==> config.mk <==
export PLATFORM = sky130hd
export DESIGN_NAME = program_sequencer_interrupt
export DESIGN_NICKNAME = d
export VERILOG_FILES = /design/src/include/seq_int_pkg.sv /design/src/logic/program_sequencer_interrupt.sv
export VERILOG_INCLUDE_DIRS = /design/src /design/src/include
export SDC_FILE = /design/constraint.sdc
export NUM_CORES = 1
export LEC_CHECK = 0
export ABC_AREA = 1
export BUFFER_PORTS_ARGS = -buffer_cell sky130_fd_sc_hd__buf_2
export CAP_MARGIN = 10
export CORE_MARGIN = 1.5
export CORE_UTILIZATION = 60
export DETAILED_ROUTE_END_ITERATION = 12
export PLACE_DENSITY_LB_ADDON = 0.12
export SETUP_SLACK_MARGIN = 0.4
export SLEW_MARGIN = 20
export SYNTH_ARGS = -nofsm -noshare
export SYNTH_HDL_FRONTEND = slang
export SYNTH_SLANG_ARGS = --single-unit
==> constraint.sdc <==
create_clock -name clk_sys -period 3.55 [get_ports clk_sys]
set_input_delay 0.1775 -clock clk_sys [delete_from_list [all_inputs] [get_ports clk_sys]]
set_output_delay 0.1775 -clock clk_sys [all_outputs]
set_load 0.01 [all_outputs]
==> src/include/seq_int_defs.svh <==
`ifndef SEQ_INT_DEFS_SVH
`define SEQ_INT_DEFS_SVH

// ----------------------------------------------------------------------
// apb register byte offsets
// ----------------------------------------------------------------------
`define OFF_ENABLE     8'h00
`define OFF_STATUS     8'h04
`define OFF_PROG_CNT   8'h08
`define OFF_POINTERS   8'h0c

// ----------------------------------------------------------------------
// field positions
// ----------------------------------------------------------------------
`define ST_FLAGS_LSB   0
`define ST_GIE_BIT     8
`define ST_SP_LSB      9
`define ST_SKIP_BIT    12
`define ST_ENTRY_BIT   13
`define PTR_DP_LSB     0
`define PTR_TP_LSB     16

// ----------------------------------------------------------------------
// reset values and fixed addresses
// ----------------------------------------------------------------------
`define RST_PC         13'h0000
`define RST_ENABLES    8'h00
`define RST_SP         3'h0
`define RST_TPTR       3'h0
`define RST_DP         10'h000
`define VECTOR_PAGE    6'h01
`define CALL_PAGE      6'h02
`define TABLE_TOP_BIT  1'b0

// ----------------------------------------------------------------------
// timing: system clock cycles per machine cycle
// ----------------------------------------------------------------------
`define MC_DIV         2'd3
`define MC_LAST        2'd2

`endif

==> src/include/seq_int_pkg.sv <==
package seq_int_pkg;

    // ------------------------------------------------------------------
    // instruction classes issued by the decoder
    // ------------------------------------------------------------------
    typedef enum logic [4:0] {
        OP_ADVANCE      = 5'h00,
        OP_BRANCH       = 5'h01,
        OP_CALL         = 5'h02,
        OP_PAGE2_CALL   = 5'h03,
        OP_IND_BRANCH   = 5'h04,
        OP_IND_CALL     = 5'h05,
        OP_RETURN       = 5'h06,
        OP_RETURN_INT   = 5'h07,
        OP_TABLE_START  = 5'h08,
        OP_TABLE_END    = 5'h09,
        OP_ENABLE_INT   = 5'h0a,
        OP_DISABLE_INT  = 5'h0b,
        OP_READ_DEPTH   = 5'h0c,
        OP_WRITE_ENABLE = 5'h0d,
        OP_READ_ENABLE  = 5'h0e,
        OP_TEST_REQUEST = 5'h0f,
        OP_SKIP_COND    = 5'h10,
        OP_LOAD_DP      = 5'h11,
        OP_LOAD_TPTR    = 5'h12
    } op_t;

    typedef enum logic [0:0] {
        ST_RUN   = 1'b0,
        ST_ENTRY = 1'b1
    } seq_state_t;

    typedef struct packed {
        logic        valid;
        op_t         op;
        logic [1:0]  len;
        logic [12:0] target;
        logic [2:0]  src;
        logic        skipCond;
        logic [9:0]  imm;
        logic [3:0]  acc;
        logic [9:0]  romData;
    } instr_t;

    typedef struct packed {
        logic       carry;
        logic [3:0] acc;
        logic [3:0] aux;
    } core_t;

    typedef struct packed {
        logic [9:0] dataPtr;
        logic       skip;
        core_t      core;
    } ctx_t;

endpackage : seq_int_pkg

==> src/logic/program_sequencer_interrupt.sv <==
// Our own choices: register access over APB and the address map.
`include "seq_int_defs.svh"

// Notes on behaviour
// - table pointer plus accumulator form the 7-bit in-page rom address
// - table fetch loads rom bits 9:8 into pointer bits 1:0, bit 2 zero
// - eight stack entries hold return addresses for call, int, table
// - pushing past eight wraps the pointer and overwrites entries
// - 3-bit depth pointer moves on push/pop, copyable to accumulator
// - interrupt entry saves pointer, carry, skip, acc, aux in context
// - context register written only on interrupt entry
// - skip flag decides skipping and survives an interrupt via context
// - counter advances by length, or loads targets on control transfer
// - page field above bit 6; address 127 rolls into next page
// - data pointer is group, file, digit; digit selects port bit
// - rom is 10-bit words in 128-word pages, 48 or 64 pages
// - interrupt vectors sit at the bottom of page 1, offsets 0 to 14
// - single-word call reaches page 2 from any page
// - 4-bit data words, single-bit mask available everywhere
// - interrupt needs request flag, its enable and global enable
// - global enable set by enable, cleared by disable and by entry
// - enable bit one means interrupt, zero means skip-testable
// - request flag cleared on entry or on a taken skip test
// - request flag stays set while disabled until cleared
// - lowest priority number first; vectors at 0,2,4.. in page 1
// - entry clears only the served source's request flag
// - enable acts only after the following instruction completes
// - entry follows one to two machine cycles after conditions
module program_sequencer_interrupt (
    input  wire logic                 clk_sys,
    input  wire logic                 sys_rst,
    input  wire logic                 clkEn,
    input  wire seq_int_pkg::instr_t  instr,
    input  wire seq_int_pkg::core_t   coreState,
    input  wire logic [7:0]           srcEvent,
    input  wire logic [7:0]           paddr,
    input  wire logic                 psel,
    input  wire logic                 penable,
    input  wire logic                 pwrite,
    input  wire logic [31:0]          pwdata,
    output logic      [31:0]          prdata,
    output logic                      pready,
    output logic                      pslverr,
    output logic      [12:0]          programCounter,
    output logic                      mcEndOut,
    output logic                      entryBusy,
    output logic                      skipNext,
    output logic      [9:0]           dataAddr,
    output logic      [7:0]           portBitMask,
    output logic      [3:0]           ramBitMask,
    output logic                      accWrite,
    output logic      [3:0]           accWriteData,
    output logic                      restoreValid,
    output seq_int_pkg::core_t        restoreCore,
    output logic                      intTaken,
    output logic      [2:0]           intSource
);

    // ------------------------------------------------------------------
    // helpers
    // ------------------------------------------------------------------
    function automatic logic [7:0] oneHot8(input logic [2:0] sel);
        oneHot8 = 8'h01 << sel;
    endfunction : oneHot8

    function automatic logic [2:0] firstSet(input logic [7:0] vec);
        logic [2:0] idx;
        idx = 3'h0;
        for (int i = 7; i >= 0; i--) begin
            if (vec[i]) begin
                idx = 3'(i);
            end
        end
        firstSet = idx;
    endfunction : firstSet

    // ------------------------------------------------------------------
    // state
    // ------------------------------------------------------------------
    logic [1:0]              phase_q;
    logic                    mcEnd;
    seq_int_pkg::seq_state_t state_q;
    logic [12:0]             pc_q;
    logic [12:0]             pc_d;
    logic [12:0]             stackMem_q [8];
    logic [2:0]              sp_q;
    logic [2:0]              tptr_q;
    logic [9:0]              dp_q;
    logic                    skip_q;
    logic                    gie_q;
    logic                    eiArm_q;
    logic [7:0]              flags_q;
    logic [7:0]              enables_q;
    logic [2:0]              srcSel_q;
    seq_int_pkg::ctx_t       ctx_q;

    logic                    exec;
    logic                    executed;
    logic                    entryNow;
    logic                    push;
    logic                    pop;
    logic [12:0]             pushVal;
    logic [12:0]             pcInc;
    logic [12:0]             stackTop;
    logic [6:0]              tableOff;
    logic [7:0]              ready;
    logic                    takeNow;
    logic                    skipTaken;
    logic [7:0]              flagClr;
    logic                    apbDone;
    logic                    apbWrEn;

    // ------------------------------------------------------------------
    // machine cycle: three system clocks
    // ------------------------------------------------------------------
    always_ff @(posedge clk_sys) begin
        if (sys_rst) begin
            phase_q <= 2'd0;
        end else if (clkEn) begin
            phase_q <= (phase_q == `MC_LAST) ? 2'd0 : phase_q + 2'd1;
        end
    end

    assign mcEnd    = clkEn && (phase_q == `MC_LAST);
    assign exec     = mcEnd && instr.valid && (state_q == seq_int_pkg::ST_RUN);
    // a skipped instruction only advances the counter
    assign executed = exec && !skip_q;
    assign entryNow = mcEnd && (state_q == seq_int_pkg::ST_ENTRY);

    // ------------------------------------------------------------------
    // next counter value and stack moves
    // ------------------------------------------------------------------
    assign pcInc    = pc_q + {11'h000, instr.len};
    assign stackTop = stackMem_q[sp_q - 3'd1];
    assign tableOff = {tptr_q, instr.acc};
    assign ready    = flags_q & enables_q;

    always_comb begin
        pc_d    = pc_q;
        push    = 1'b0;
        pop     = 1'b0;
        pushVal = pcInc;
        if (entryNow) begin
            push    = 1'b1;
            pushVal = pc_q;
            pc_d    = {`VECTOR_PAGE, 3'h0, srcSel_q, 1'b0};
        end else if (exec && skip_q) begin
            pc_d = pcInc;
        end else if (executed) begin
            unique case (instr.op)
                seq_int_pkg::OP_BRANCH: begin
                    pc_d = instr.target;
                end
                seq_int_pkg::OP_CALL: begin
                    push = 1'b1;
                    pc_d = instr.target;
                end
                seq_int_pkg::OP_PAGE2_CALL: begin
                    push = 1'b1;
                    pc_d = {`CALL_PAGE, instr.target[6:0]};
                end
                seq_int_pkg::OP_IND_BRANCH: begin
                    pc_d = {pc_q[12:7], tableOff};
                end
                seq_int_pkg::OP_IND_CALL: begin
                    push = 1'b1;
                    pc_d = {pc_q[12:7], tableOff};
                end
                seq_int_pkg::OP_RETURN,
                seq_int_pkg::OP_RETURN_INT,
                seq_int_pkg::OP_TABLE_END: begin
                    pop  = 1'b1;
                    pc_d = stackTop;
                end
                seq_int_pkg::OP_TABLE_START: begin
                    push = 1'b1;
                    pc_d = {instr.target[12:7], tableOff};
                end
                default: begin
                    pc_d = pcInc;
                end
            endcase
        end
    end

    // ------------------------------------------------------------------
    // program counter and return stack
    // ------------------------------------------------------------------
    always_ff @(posedge clk_sys) begin
        if (sys_rst) begin
            pc_q <= `RST_PC;
        end else if (clkEn) begin
            pc_q <= pc_d;
        end
    end

    // no overflow guard: a ninth push silently overwrites the oldest
    always_ff @(posedge clk_sys) begin
        if (sys_rst) begin
            sp_q <= `RST_SP;
        end else if (clkEn) begin
            if (push) begin
                stackMem_q[sp_q] <= pushVal;
                sp_q             <= sp_q + 3'd1;
            end else if (pop) begin
                sp_q <= sp_q - 3'd1;
            end
        end
    end

    // ------------------------------------------------------------------
    // table pointer and data pointer
    // ------------------------------------------------------------------
    always_ff @(posedge clk_sys) begin
        if (sys_rst) begin
            tptr_q <= `RST_TPTR;
        end else if (clkEn && executed) begin
            if (instr.op == seq_int_pkg::OP_LOAD_TPTR) begin
                tptr_q <= instr.imm[2:0];
            end else if (instr.op == seq_int_pkg::OP_TABLE_END) begin
                tptr_q <= {`TABLE_TOP_BIT, instr.romData[9:8]};
            end
        end
    end

    always_ff @(posedge clk_sys) begin
        if (sys_rst) begin
            dp_q <= `RST_DP;
        end else if (clkEn) begin
            if (executed && instr.op == seq_int_pkg::OP_RETURN_INT) begin
                dp_q <= ctx_q.dataPtr;
            end else if (executed && instr.op == seq_int_pkg::OP_LOAD_DP) begin
                dp_q <= instr.imm;
            end
        end
    end

    // ------------------------------------------------------------------
    // skip flag
    // ------------------------------------------------------------------
    assign skipTaken = executed && (instr.op == seq_int_pkg::OP_TEST_REQUEST)
                       && flags_q[instr.src] && !enables_q[instr.src];

    always_ff @(posedge clk_sys) begin
        if (sys_rst) begin
            skip_q <= 1'b0;
        end else if (clkEn) begin
            if (entryNow) begin
                skip_q <= 1'b0;
            end else if (exec) begin
                if (!executed) begin
                    skip_q <= 1'b0;
                end else if (instr.op == seq_int_pkg::OP_SKIP_COND) begin
                    skip_q <= instr.skipCond;
                end else if (instr.op == seq_int_pkg::OP_TEST_REQUEST) begin
                    skip_q <= skipTaken;
                end else if (instr.op == seq_int_pkg::OP_RETURN_INT) begin
                    skip_q <= ctx_q.skip;
                end else begin
                    skip_q <= 1'b0;
                end
            end
        end
    end

    // ------------------------------------------------------------------
    // interrupt context: one stage, written only on entry
    // ------------------------------------------------------------------
    always_ff @(posedge clk_sys) begin
        if (sys_rst) begin
            ctx_q <= '0;
        end else if (clkEn && entryNow) begin
            ctx_q.dataPtr <= dp_q;
            ctx_q.skip    <= skip_q;
            ctx_q.core    <= coreState;
        end
    end

    // ------------------------------------------------------------------
    // global enable with one-instruction delay
    // ------------------------------------------------------------------
    always_ff @(posedge clk_sys) begin
        if (sys_rst) begin
            gie_q   <= 1'b0;
            eiArm_q <= 1'b0;
        end else if (clkEn) begin
            if (entryNow) begin
                gie_q   <= 1'b0;
                eiArm_q <= 1'b0;
            end else if (executed && instr.op == seq_int_pkg::OP_DISABLE_INT) begin
                gie_q   <= 1'b0;
                eiArm_q <= 1'b0;
            end else if (executed && instr.op == seq_int_pkg::OP_ENABLE_INT) begin
                eiArm_q <= 1'b1;
            end else if (exec && eiArm_q) begin
                gie_q   <= 1'b1;
                eiArm_q <= 1'b0;
            end
        end
    end

    // ------------------------------------------------------------------
    // request flags and per-source enables
    // ------------------------------------------------------------------
    always_comb begin
        flagClr = 8'h00;
        if (entryNow) begin
            flagClr = oneHot8(srcSel_q);
        end else if (skipTaken) begin
            flagClr = oneHot8(instr.src);
        end
    end

    // an event in the clearing cycle survives
    always_ff @(posedge clk_sys) begin
        if (sys_rst) begin
            flags_q <= 8'h00;
        end else if (clkEn) begin
            flags_q <= (flags_q & ~flagClr) | srcEvent;
        end
    end

    assign apbDone = psel && penable && pready;
    assign apbWrEn = apbDone && pwrite && (paddr == `OFF_ENABLE);

    always_ff @(posedge clk_sys) begin
        if (sys_rst) begin
            enables_q <= `RST_ENABLES;
        end else if (clkEn) begin
            if (executed && instr.op == seq_int_pkg::OP_WRITE_ENABLE) begin
                if (instr.src[0]) begin
                    enables_q[7:4] <= instr.acc;
                end else begin
                    enables_q[3:0] <= instr.acc;
                end
            end else if (apbWrEn) begin
                enables_q <= pwdata[7:0];
            end
        end
    end

    // ------------------------------------------------------------------
    // entry sequencing: decided at an instruction boundary
    // ------------------------------------------------------------------
    // a multi-cycle instruction delays the boundary by one machine cycle
    assign takeNow = exec && gie_q && (|ready) && !skipTaken
                     && !(executed && instr.op == seq_int_pkg::OP_DISABLE_INT);

    always_ff @(posedge clk_sys) begin
        if (sys_rst) begin
            state_q  <= seq_int_pkg::ST_RUN;
            srcSel_q <= 3'h0;
        end else if (clkEn) begin
            unique case (state_q)
                seq_int_pkg::ST_RUN: begin
                    if (takeNow) begin
                        state_q  <= seq_int_pkg::ST_ENTRY;
                        srcSel_q <= firstSet(ready);
                    end
                end
                seq_int_pkg::ST_ENTRY: begin
                    if (mcEnd) begin
                        state_q <= seq_int_pkg::ST_RUN;
                    end
                end
            endcase
        end
    end

    // ------------------------------------------------------------------
    // registered outputs toward the core
    // ------------------------------------------------------------------
    always_ff @(posedge clk_sys) begin
        if (sys_rst) begin
            accWrite     <= 1'b0;
            accWriteData <= 4'h0;
            restoreValid <= 1'b0;
            restoreCore  <= '0;
            intTaken     <= 1'b0;
            intSource    <= 3'h0;
        end else if (clkEn) begin
            accWrite     <= 1'b0;
            restoreValid <= 1'b0;
            intTaken     <= entryNow;
            if (entryNow) begin
                intSource <= srcSel_q;
            end
            if (executed && instr.op == seq_int_pkg::OP_READ_DEPTH) begin
                accWrite     <= 1'b1;
                accWriteData <= {1'b0, sp_q};
            end else if (executed && instr.op == seq_int_pkg::OP_READ_ENABLE) begin
                accWrite     <= 1'b1;
                accWriteData <= instr.src[0] ? enables_q[7:4]
                                             : enables_q[3:0];
            end
            if (executed && instr.op == seq_int_pkg::OP_RETURN_INT) begin
                restoreValid <= 1'b1;
                restoreCore  <= ctx_q.core;
            end
        end
    end

    always_ff @(posedge clk_sys) begin
        if (sys_rst) begin
            programCounter <= `RST_PC;
            mcEndOut       <= 1'b0;
            entryBusy      <= 1'b0;
            skipNext       <= 1'b0;
            dataAddr       <= `RST_DP;
            portBitMask    <= 8'h00;
            ramBitMask     <= 4'h0;
        end else if (clkEn) begin
            programCounter <= pc_d;
            mcEndOut       <= (phase_q == 2'd1);
            entryBusy      <= (state_q == seq_int_pkg::ST_ENTRY) && !mcEnd
                              || takeNow;
            skipNext       <= skip_q;
            dataAddr       <= dp_q;
            portBitMask    <= oneHot8(dp_q[2:0]);
            if (executed) begin
                ramBitMask <= 4'(oneHot8({1'b0, instr.imm[1:0]}));
            end
        end
    end

    // ------------------------------------------------------------------
    // apb slave: zero wait states, errors on unmapped offsets
    // ------------------------------------------------------------------
    always_ff @(posedge clk_sys) begin
        if (sys_rst) begin
            pready  <= 1'b0;
            prdata  <= 32'h0000_0000;
            pslverr <= 1'b0;
        end else if (clkEn) begin
            if (psel && !penable) begin
                pready  <= 1'b1;
                pslverr <= 1'b0;
                prdata  <= 32'h0000_0000;
                unique case (paddr)
                    `OFF_ENABLE: begin
                        prdata[7:0] <= enables_q;
                    end
                    `OFF_STATUS: begin
                        prdata[`ST_FLAGS_LSB +: 8] <= flags_q;
                        prdata[`ST_GIE_BIT]        <= gie_q;
                        prdata[`ST_SP_LSB +: 3]    <= sp_q;
                        prdata[`ST_SKIP_BIT]       <= skip_q;
                        prdata[`ST_ENTRY_BIT]      <= state_q;
                    end
                    `OFF_PROG_CNT: begin
                        prdata[12:0] <= pc_q;
                    end
                    `OFF_POINTERS: begin
                        prdata[`PTR_DP_LSB +: 10] <= dp_q;
                        prdata[`PTR_TP_LSB +: 3]  <= tptr_q;
                    end
                    default: begin
                        pslverr <= 1'b1;
                    end
                endcase
            end else begin
                pready  <= 1'b0;
                pslverr <= 1'b0;
            end
        end
    end

endmodule : program_sequencer_interrupt

==> results of run 1 <==
==> metrics by stage <==
| step | setup WS, ns | hold WS (ns) |
|---|---|---|
| 2_1_floorplan | 1.10 | 0.312 |
| 3_3_place_gp | 0.785 | 0.399 |
| 3_5_place_dp | 0.710 | 0.406 |
| 4_1_cts | 0.686 | 0.00628 |
| 5_1_grt | 0.498 | 0.0300 |
| 6_report | 0.672 | 0.00671 |
==> metal layers <==
layer  routed length [µm]  vias to the layer above
met3                 2530                       84
li1                     -                     5108
met1                13400                     4874
met2                15000                      467
met5                    0                        -
met4                 1190                        0
==> cell usage after synthesis, types with 5 or more instances <==
cell type,count
a21oi_1,120
a31oi_1,5
buf_1,10
buf_2,16
buf_4,16
clkbuf_1,35
clkinv_1,6
dfxtp_1,136
edfxtp_1,104
inv_1,131
nand2_1,425
nand2_2,5
nand3_1,136
nand4_1,18
nor2_1,115
nor3_1,13
o211ai_1,9
o21ai_0,100
xor2_1,11
==> sequential cells by signal, summed over array words and instances, names as in the netlist, 4 cells and up <==
register	flops
accWriteData	4
flags_q	8
ctx_q	20
enables_q	8
portBitMask	8
ramBitMask	4
programCounter	13
dataAddr	10
dp_q	10
prdata	17
restoreCore	9
stackMem_q	104
==> power by group <==
| part | switching, mW | internal, mW |
|---|---|---|
| Combinational | 0.203 | 0.118 |
| Sequential | 0.0213 | 2.88 |
| Clock | 1.12 | 1.67 |
==> worst reg2reg max path, cell delays in order (launching register included) <==
cell     delay [ns]
dfxtp_1        0.40
nand2_2        0.10
nor2_4         0.12
nand2_4        0.09
nor2_8         0.21
nand2_8        0.15
inv_2          0.24
nand2_2        0.14
a21oi_2        0.15
nand2_1        0.13
nor2_1         0.53
buf_4          0.32
==> final cells by class <==
type / instances / area share
Timing Repair Buffer: 215 / 0.0973
Tap cell: 234 / 0.0217
Clock buffer: 28 / 0.0472
Multi-Input combinational cell: 1009 / 0.344
Clock inverter: 18 / 0.0174
Inverter: 141 / 0.0392
Sequential cell: 240 / 0.433
==> kinds of logic after synthesis <==
group | count (synthesis)
other | 1
xor gates and xnor gates | 12
DFF | 240
and+or+nand+nor | 731
AOI/OAI and AO/OA | 246
adders and majority gates | 5
buffers and inverters | 219
==> worst paths after layout <==
kind              slack (ns)               startpoint  cells past startpoint                    endpoint
hold / removal         0.007                pwdata[7]                      5   enables_q[7]$_SDFFE_PP0P_
hold reg to reg         0.46   ctx_q[18]$_SDFFE_PP0P_                      2      ctx_q[18]$_SDFFE_PP0P_
setup reg to reg        0.67  phase_q[1]$_SDFFE_PP0P_                     11  stackMem_q[1][7]$_DFFE_PP_
setup / recovery        0.67  phase_q[1]$_SDFFE_PP0P_                     11  stackMem_q[1][7]$_DFFE_PP_
==> reports/results.tsv, run 1 <==
stage	metric	value	unit
drt	dr.pass1.iters	7	
timing	tightest_slew	1.05	ns
grt	grt_pass1_vias	9857	
yosys	ys.flop_type	dfxtp_1	
setup_path	required	3.79	ns
drt	vias	10500	
timing	setup_viol	0	
clock_network	cts-root-buf	clkbuf_16	
layout	multiInputGateArea	4640	µm²
setup_path	critPathLaunchType	flop	
setup_path	cp_num_buf_inv	2	
yosys	synth_compound_area_frac	0.113	
yosys	netlist_area	11300	µm²
power	fin_total_pwr	6.01	mW
timing	fmax	348	MHz
power	leakage	5.84	nW
setup_path	cp_slowest_cell	nor2_1	
clock_network	cts_hold_buf	35	
drt	drcViolationCount	0	
flow_run	drv_cap	0	
layout	final_common_cell	nand2_1	
layout	areaGrowthSynthToFinish	19.0	%
yosys	synth_top_family_by_area	simple AND/OR/NAND/NOR gates	
yosys	synth.area.mux_share	0	
layout	drive_gt1_frac	0.150	
timing	totalNegativeSetupSlack	0	ns
yosys	yosys.area.top_type	edfxtp_1	
setup_path	cpPeakStageDelay	0.53	ns
layout	fillCellCount	1441	
drt	dr.first_iter.drc_count	997	
yosys	synthCells	1454	
setup_path	worstPathMaxFanout	12	
power	powerDensity	445	nW/µm²
drt	wl	32100	µm
floorplan	core_area	18600	µm²
placement	globalplace.congestion	0.919	
grt	overflow	0	
grt	grt_use_met3	0.0547	
grt	antenna_found_initial	0	
drt	vias_per_cell	5.59	
timing	hold_viol	0	
yosys	synthTopCellsByArea	edfxtp_1 (28%), dfxtp_1 (24%), nand2_1 (14%), nand3_1 (6.0%), a21oi_1 (5.3%)	
timing	period_share	0.811	
clock_network	clock-sinks	240	
timing	rsz0062_at_grt	false	
floorplan	start_util	0.608	
clock_network	cts_setup_buffers	0	
grt	grt_pass1_wl	50400	µm
placement	io_buffers	155	
drt	postRouteAntennaNets	0	
clock_network	cts_tree	built	
yosys	async_flop_share	0	
yosys	synth-simple-area-share	0.275	
grt	use_met2	0.535	
grt	met1_usage	0.431	
floorplan	dieArea	19700	µm²
yosys	synth_enable_flop_cells	104	
yosys	synth_seq_cells	240	
min_path	hold_path_class	primary input to flop	
power	ir_drop	0.474	mV
layout	n_antenna_cell	0	
placement	dpl_cell_area	12300	µm²
floorplan	die_h	140	µm
placement	placed_cells_incl_taps	1804	
timing	final_max_slew_viol_count	0	
timing	fin_skew	0.0131	ns
clock_network	insertion_delay	0.54	ns
layout	finalNonFillerCells	1885	
grt	grt_max_degree	70	
timing	fin_crit	2.88	ns
floorplan	die_w	140	µm
yosys	ys_warn_count	0	
drt	wire_per_inst	17.0	µm
status	status	completed	
setup_path	end_kind	flop	
layout	final_core_util	0.724	
yosys	synth_top_area_share	0.275	
yosys	synth.lib_cells_used.distinct	43	
clock_network	clk_pin_slew	0.06	ns
setup_path	path_common_cell	nand2_2	
grt	grt-busiest-layer	met2	
yosys	syn_avg_cell_area	7.80	µm²
clock_network	cts_inserted_buffers	25	
yosys	synthAdderAreaFrac	0.00618	
floorplan	fp-row-count	50	
yosys	synthXorXnorAreaFrac	0.00927	
clock_network	cts_resized	0	
clock_network	clockBufferDepth	3	
layout	regArea	5850	µm²
timing	max_slew_margin	0.295	
setup_path	crit_chain	nand2_2, nor2_4, nand2_4, nor2_8, nand2_8, inv_2, nand2_2, a21oi_2, nand2_1, nor2_1, buf_4	
grt	track_usage	0.324	
placement	dp_hpwl	21400	µm
layout	finish.instance_area	13500	µm²
layout	nets	1749	
setup_path	critical_path_class	flop to flop	
floorplan	ios	203	
clock_network	htree_levels	1	
layout	final_cell_mix	nand2_1 (425), buf_2 (155), nand3_1 (136), dfxtp_1 (136), inv_1 (131)	
setup_path	worstPathArrival	3.12	ns
setup_path	critPathTopFamily	simple AND/OR/NAND/NOR gates	
yosys	ys_seq_area_frac	0.516	
(Power assumes the default switching activity.)
==> run 2, diff against run 1 <==
--- a/config.mk
+++ b/config.mk
@@ -10,7 +10,7 @@
 export BUFFER_PORTS_ARGS = -buffer_cell sky130_fd_sc_hd__buf_2
 export CAP_MARGIN = 10
 export CORE_MARGIN = 1.5
-export CORE_UTILIZATION = 60
+export CORE_UTILIZATION = 56
 export DETAILED_ROUTE_END_ITERATION = 12
 export PLACE_DENSITY_LB_ADDON = 0.12
 export SETUP_SLACK_MARGIN = 0.4
==> constraint.sdc (replaced) <==
create_clock -name clk_sys -period 2.7 [get_ports clk_sys]
set_input_delay 0.135 -clock clk_sys [delete_from_list [all_inputs] [get_ports clk_sys]]
set_output_delay 0.135 -clock clk_sys [all_outputs]
set_load 0.01 [all_outputs]
==> run 2 against run 1 <==
Against the previous run:
- die area is 7.0% higher
- count of clock-buffer cells in the layout up 9
- sequential share of layout area is 0.88 points lower
- critical path depth is the same
- setup slack worse by 0.18 ns
- flip-flop and latch count stayed put
- power up 30%
- global-route usage is 2.0 points lower
- combinational power grew 37%
- wire length rose by 1.3%
- critical path type unchanged
==> reports/results.tsv, run 2 (same netlist as run 1, synthesis figures left out) <==
stage	metric	value	unit
status	status	completed	
clock_network	clock-sinks	240	
power	powerDensity	569	nW/µm²
drt	vias_per_cell	5.45	
floorplan	die_h	145	µm
grt	grt_pass1_vias	9996	
timing	max_slew_margin	0.387	
grt	grt_max_degree	68	
timing	fmax	454	MHz
floorplan	dieArea	21100	µm²
drt	dr.pass1.iters	5	
timing	setup_viol	0	
clock_network	cts_tree	built	
layout	areaGrowthSynthToFinish	21.5	%
drt	wl	32500	µm
flow_run	drv_cap	0	
setup_path	cp.depth	11	
layout	final_cell_mix	nand2_1 (425), buf_2 (155), nand3_1 (136), dfxtp_1 (136), inv_1 (131)	
setup_path	crit_start	phase_q[1]$_SDFFE_PP0P_	
layout	fillCellCount	1636	
setup_path	path_common_cell	nand2_2	
drt	postRouteAntennaNets	0	
min_path	hold_path_class	primary input to flop	
setup_path	critical_path_class	flop to flop	
placement	io_buffers	155	
placement	dp_hpwl	22000	µm
timing	tightest_slew	0.910	ns
floorplan	core_area	19700	µm²
layout	finalNonFillerCells	1945	
setup_path	critPathCapture	stackMem_q[4][6]$_DFFE_PP_	
power	p_sw_frac	0.217	
clock_network	cts-root-buf	clkbuf_16	
setup_path	crit_chain	nand2_2, nor2_4, nand2_4, nor2_8, nand2_8, inv_2, nand2_2, a21oi_2, nand2_1, nor2_1, buf_4	
floorplan	die_w	145	µm
drt	vias	10600	
drt	drcViolationCount	0	
drt	dr.first_iter.drc_count	807	
power	pwr-share-comb	0.056	
power	internal_power	6.13	mW
placement	placed_cells_incl_taps	1849	
setup_path	worstPathArrival	2.41	ns
setup_path	ff2ff_path_depth	11	
layout	reg_top3	stackMem_q x104, ctx_q x20, prdata x17	
setup_path	cp_num_buf_inv	2	
timing	totalNegativeSetupSlack	0	ns
power	ir_drop	0.742	mV
placement	globalplace.congestion	0.937	
setup_path	reg2reg_slack	0.50	ns
floorplan	start_util	0.577	
timing	fin_skew	0.0131	ns
layout	nets	1778	
layout	final_common_cell	nand2_1	
timing	hold_viol	0	
grt	antenna_found_initial	1	
setup_path	critPathLaunchType	flop	
power	p_switching	1.70	mW
setup_path	timing.rr.end	stackMem_q[4][6]$_DFFE_PP_	
power	p_clk_frac	0.456	
setup_path	r2r_start	phase_q[1]$_SDFFE_PP0P_	
timing	fin_crit	2.20	ns
layout	n_antenna_cell	0	
power	leakage	5.96	nW
setup_path	cpPeakStageDelay	0.38	ns
layout	largest_reg_flops	104	
grt	overflow	0	
timing	rsz0062_at_grt	true	
clock_network	cts_inserted_buffers	26	
timing	whs	0.00738	ns
floorplan	fp-row-count	51	
clock_network	clockBufferDepth	3	
timing	final_max_slew_viol_count	0	
setup_path	required	2.90	ns
setup_path	critPathTopFamily	simple AND/OR/NAND/NOR gates	
floorplan	ios	203	
setup_path	cp_slowest_cell	dfxtp_1	
grt	track_usage	0.304	
setup_path	end_kind	flop	
min_path	worstHoldStart	instr[20]	
clock_network	htree_levels	1	
setup_path	worstPathMaxFanout	13	
layout	final_core_util	0.701	
clock_network	insertion_delay	0.53	ns
timing	period_share	0.816	
drt	wire_per_inst	16.7	µm
power	sequentialPowerShare	0.488	
clock_network	clk_pin_slew	0.06	ns
grt	grt_pass1_wl	51400	µm
layout	top_register	stackMem_q	
layout	drive_gt1_frac	0.157	
## run 2: worst min-delay path by stage
stage,endpoint,slack (ns),depth (start not counted)
finish,dp_q[6]$_SDFFE_PP0P_,0.007,4
global route,dp_q[6]$_SDFFE_PP0P_,0.03,4
CTS,dp_q[6]$_SDFFE_PP0P_,0.003,4
detailed placement,ctx_q[7]$_SDFFE_PP0P_,0.37,3
global placement,ctx_q[3]$_SDFFE_PP0P_,0.36,3
floorplan,ctx_q[3]$_SDFFE_PP0P_,0.27,2
## run 2: final cells by class
class	instances	area, µm²	area share
sequential	240	5850	0.424
multi-input combinational	1009	4650	0.338
timing repair buffer	243	1560	0.113
clock buffer	37	733	0.0532
inverter	141	533	0.0387
tap	265	332	0.0241
clock inverter	10	128	0.00926
## run 2: timing repair
action                     4_1_cts  5_1_grt
buffers inserted                 0        4
hold endpoints to repair        38        0
hold buffers                    45        0
gates resized for setup          0        4
setup endpoints to repair        0      126
## run 2: worst reg2reg max path, stage by stage (launching register included)
cell     delay [ns]
dfxtp_1        0.38
nand2_2        0.09
nor2_4         0.12
nand2_4        0.09
nor2_8         0.16
nand2_8        0.13
inv_2          0.09
nand2_2        0.09
a21oi_2        0.14
nand2_1        0.15
nor2_1         0.14
buf_4          0.29
## run 2: metal layers
layer / global-route usage / up-vias / part of all wire
li1: - / 5167 / -
met1: 0.397 / 4908 / 0.42
met2: 0.500 / 453 / 0.46
met3: 0.0619 / 75 / 0.085
met4: 0.108 / 2 / 0.032
met5: 0 / - / 0.00037
## run 2: power groups by stage
stage	Clock, mW	Sequential (mW)	Combinational (mW)
4_1_cts	3.60	3.82	0.429
3_3_place_gp	0	3.90	0.371
2_1_floorplan	0	3.90	0.230
3_5_place_dp	0	3.90	0.376
5_1_grt	3.76	3.82	0.481
6_report	3.58	3.82	0.439
## run 2: stage by stage
stage | instance area, µm² | total power [mW] | setup slack [ns]
after floorplan | 11400 | 4.13 | 0.250
after global placement | 12400 | 4.27 | 0.287
after detailed placement | 12400 | 4.27 | 0.449
after CTS | 13700 | 7.85 | 0.455
after global routing | 13800 | 8.06 | 0.373
final | 13800 | 7.83 | 0.496
==> run 3, diff against run 2 <==
==> constraint.sdc (replaced) <==
create_clock -name clk_sys -period 2.17 [get_ports clk_sys]
set_input_delay 0.1085 -clock clk_sys [delete_from_list [all_inputs] [get_ports clk_sys]]
set_output_delay 0.1085 -clock clk_sys [all_outputs]
set_load 0.01 [all_outputs]
==> run 3 against run 2 <==
Against the previous run:
- largest power group unchanged
- clock power increased by 24%
- power rose by 25%
- via count up 6.4%
- maximum frequency up 12%
- wire length grew 11%
- global-route usage up 1.4 points
- core utilization is 7.7 points higher
- sequential power is 24% higher
- flip-flop and latch count unchanged
- final cell count is 2.9% higher
==> reports/results.tsv, run 3 (same netlist as run 1, synthesis figures left out) <==
stage	metric	value	unit
floorplan	ios	203	
clock_network	htree_levels	1	
layout	final_common_cell	nand2_1	
floorplan	dieArea	21100	µm²
timing	period_share	0.905	
drt	wl	36100	µm
layout	largest_reg_flops	104	
setup_path	r2r_start	phase_q[1]$_SDFFE_PP0P_	
layout	final_cell_mix	nand2_1 (406), buf_2 (155), dfxtp_1 (127)	
setup_path	critPathLaunchType	flop	
drt	dr.pass1.iters	5	
grt	use_met2	0.524	
setup_path	cpPeakStageDelay	0.36	ns
timing	setup_viol	0	
grt	grt_max_degree	69	
layout	nets	1834	
clock_network	clk_pin_slew	0.06	ns
power	powerDensity	643	nW/µm²
timing	final_max_slew_viol_count	0	
grt	antenna_found_initial	0	
setup_path	cp_num_buf_inv	2	
timing	fmax	509	MHz
min_path	worstHoldStart	instr[24]	
placement	io_buffers	155	
power	leakage	6.50	nW
min_path	hold_path_end	skip_q$_SDFFE_PP0P_	
grt	grt-busiest-layer	met2	
floorplan	die_w	145	µm
timing	hold_viol	0	
setup_path	crit_chain	nand2_4, nor2_4, nand2_4, nor2_8, nand2_8, inv_6, nand2_4, a21oi_4, nand2_4, nor3_4, buf_12	
setup_path	critical_path_class	flop to flop	
clock_network	clockBufferDepth	3	
setup_path	worstPathMaxFanout	13	
power	ir_drop	0.556	mV
timing	totalNegativeSetupSlack	0	ns
layout	finish.instance_area	15300	µm²
setup_path	ff2ff_path_depth	11	
setup_path	reg2reg_slack	0.21	ns
clock_network	clock-sinks	240	
grt	met1_usage	0.411	
placement	dpl_cell_area	12700	µm²
grt	grt_use_met3	0.0682	
setup_path	critPathTopFamily	simple AND/OR/NAND/NOR gates	
layout	n_antenna_cell	0	
layout	top_register	stackMem_q	
layout	final_core_util	0.778	
min_path	holdPathStages	5	
timing	tightest_slew	0.836	ns
timing	max_slew_margin	0.442	
floorplan	start_util	0.577	
layout	areaGrowthSynthToFinish	34.8	%
setup_path	timing.rr.end	stackMem_q[3][12]$_DFFE_PP_	
drt	vias	11300	
timing	fin_skew	0.0122	ns
grt	grt_pass1_wl	53400	µm
floorplan	die_h	145	µm
timing	fin_crit	1.96	ns
drt	drcViolationCount	0	
min_path	hold_path_class	primary input to flop	
placement	globalplace.congestion	0.941	
grt	track_usage	0.318	
clock_network	cts_tree	built	
timing	rsz0062_at_grt	true	
clock_network	insertion_delay	0.54	ns
drt	postRouteAntennaNets	0	
drt	vias_per_cell	5.64	
setup_path	cp_slowest_cell	dfxtp_4	
layout	reg_top3	stackMem_q x104, ctx_q x20, prdata x17	
drt	wire_per_inst	18.0	µm
drt	dr.first_iter.drc_count	1091	
layout	fillCellCount	1330	
setup_path	path_common_cell	nand2_4	
layout	drive_gt1_frac	0.257	
setup_path	required	2.41	ns
floorplan	fp-row-count	51	
grt	grt_pass1_vias	10400	
flow_run	drv_cap	0	
setup_path	worstPathArrival	2.21	ns
grt	overflow	0	
floorplan	core_area	19700	µm²
placement	dp_hpwl	22200	µm
clock_network	cts_inserted_buffers	26	
timing	whs	0.0152	ns
status	status	completed	
clock_network	cts-root-buf	clkbuf_16	
setup_path	end_kind	flop	
[run 3: cell types whose count changed in the layout (fill, tap and decap cells not counted), sizes merged]
cell      previous run  this run
inv                135       137
nand2              432       433
clkbuf              37        33
buf                198       251
clkinvlp             2         7
[run 3: through the flow]
step | total power [mW] | cells | setup slack (ns)
2_1_floorplan | 5.14 | 1468 | -0.0680
3_3_place_gp | 5.32 | 1860 | 0.0947
3_5_place_dp | 5.33 | 1860 | 0.0135
4_1_cts | 9.78 | 1978 | 0.240
5_1_grt | 10.1 | 2002 | 0.136
6_report | 9.83 | 2002 | 0.206
[run 3: how the worst max path moves through the flow]
stage,startpoint,to,slack (ns),cells after the start
2_1_floorplan,phase_q[1]$_SDFFE_PP0P_,stackMem_q[3][0]$_DFFE_PP_,-0.07,11
3_3_place_gp,programCounter[1]$_SDFFE_PP0P_,stackMem_q[6][5]$_DFFE_PP_,0.09,6
3_5_place_dp,sp_q[1]$_SDFFE_PP0P_,programCounter[7]$_SDFFE_PP0P_,0.01,12
4_1_cts,phase_q[1]$_SDFFE_PP0P_,stackMem_q[4][8]$_DFFE_PP_,0.24,12
5_1_grt,phase_q[1]$_SDFFE_PP0P_,stackMem_q[3][12]$_DFFE_PP_,0.14,11
6_report,phase_q[1]$_SDFFE_PP0P_,stackMem_q[3][12]$_DFFE_PP_,0.21,11
[run 3: timing repair]
item,in CTS,in global routing
setup endpoints to repair,253,265
gates cloned,3,3
pin swaps,13,55
hold buffers,45,0
endpoints found under the hold margin,43,0
buffers inserted,22,21
resized for setup,73,131
[run 3: layout make-up]
| cell class | count | area (µm²) | share of cell area |
|---|---|---|---|
| Sequential cell | 240 | 5860 | 0.384 |
| Inverter | 141 | 559 | 0.0366 |
| Clock inverter | 17 | 190 | 0.0124 |
| Timing Repair Buffer | 298 | 2360 | 0.155 |
| Tap cell | 265 | 332 | 0.0217 |
| Multi-Input combinational cell | 1010 | 5290 | 0.346 |
| Clock buffer | 31 | 679 | 0.0445 |
[run 3: worst reg2reg max path: stages, from the launching register on]
cell and delay (ns):
dfxtp_4 0.36, nand2_4 0.06, nor2_4 0.12, nand2_4 0.09
nor2_8 0.12, nand2_8 0.07, inv_6 0.07, nand2_4 0.06
a21oi_4 0.19, nand2_4 0.12, nor3_4 0.24, buf_12 0.18
[run 3: per-layer routing]
| metal | vias up | wire length, µm |
|---|---|---|
| met3 | 112 | 3550 |
| met2 | 641 | 17100 |
| met1 | 5241 | 14100 |
| met4 | 0 | 1360 |
| met5 | - | 0 |
| li1 | 5290 | - |
[run 3: report_power, final]
part / internal (mW) / switching (mW) / total [mW]
registers: 4.72 / 0.0327 / 4.75
logic: 0.245 / 0.384 / 0.629
clock network: 2.61 / 1.84 / 4.45
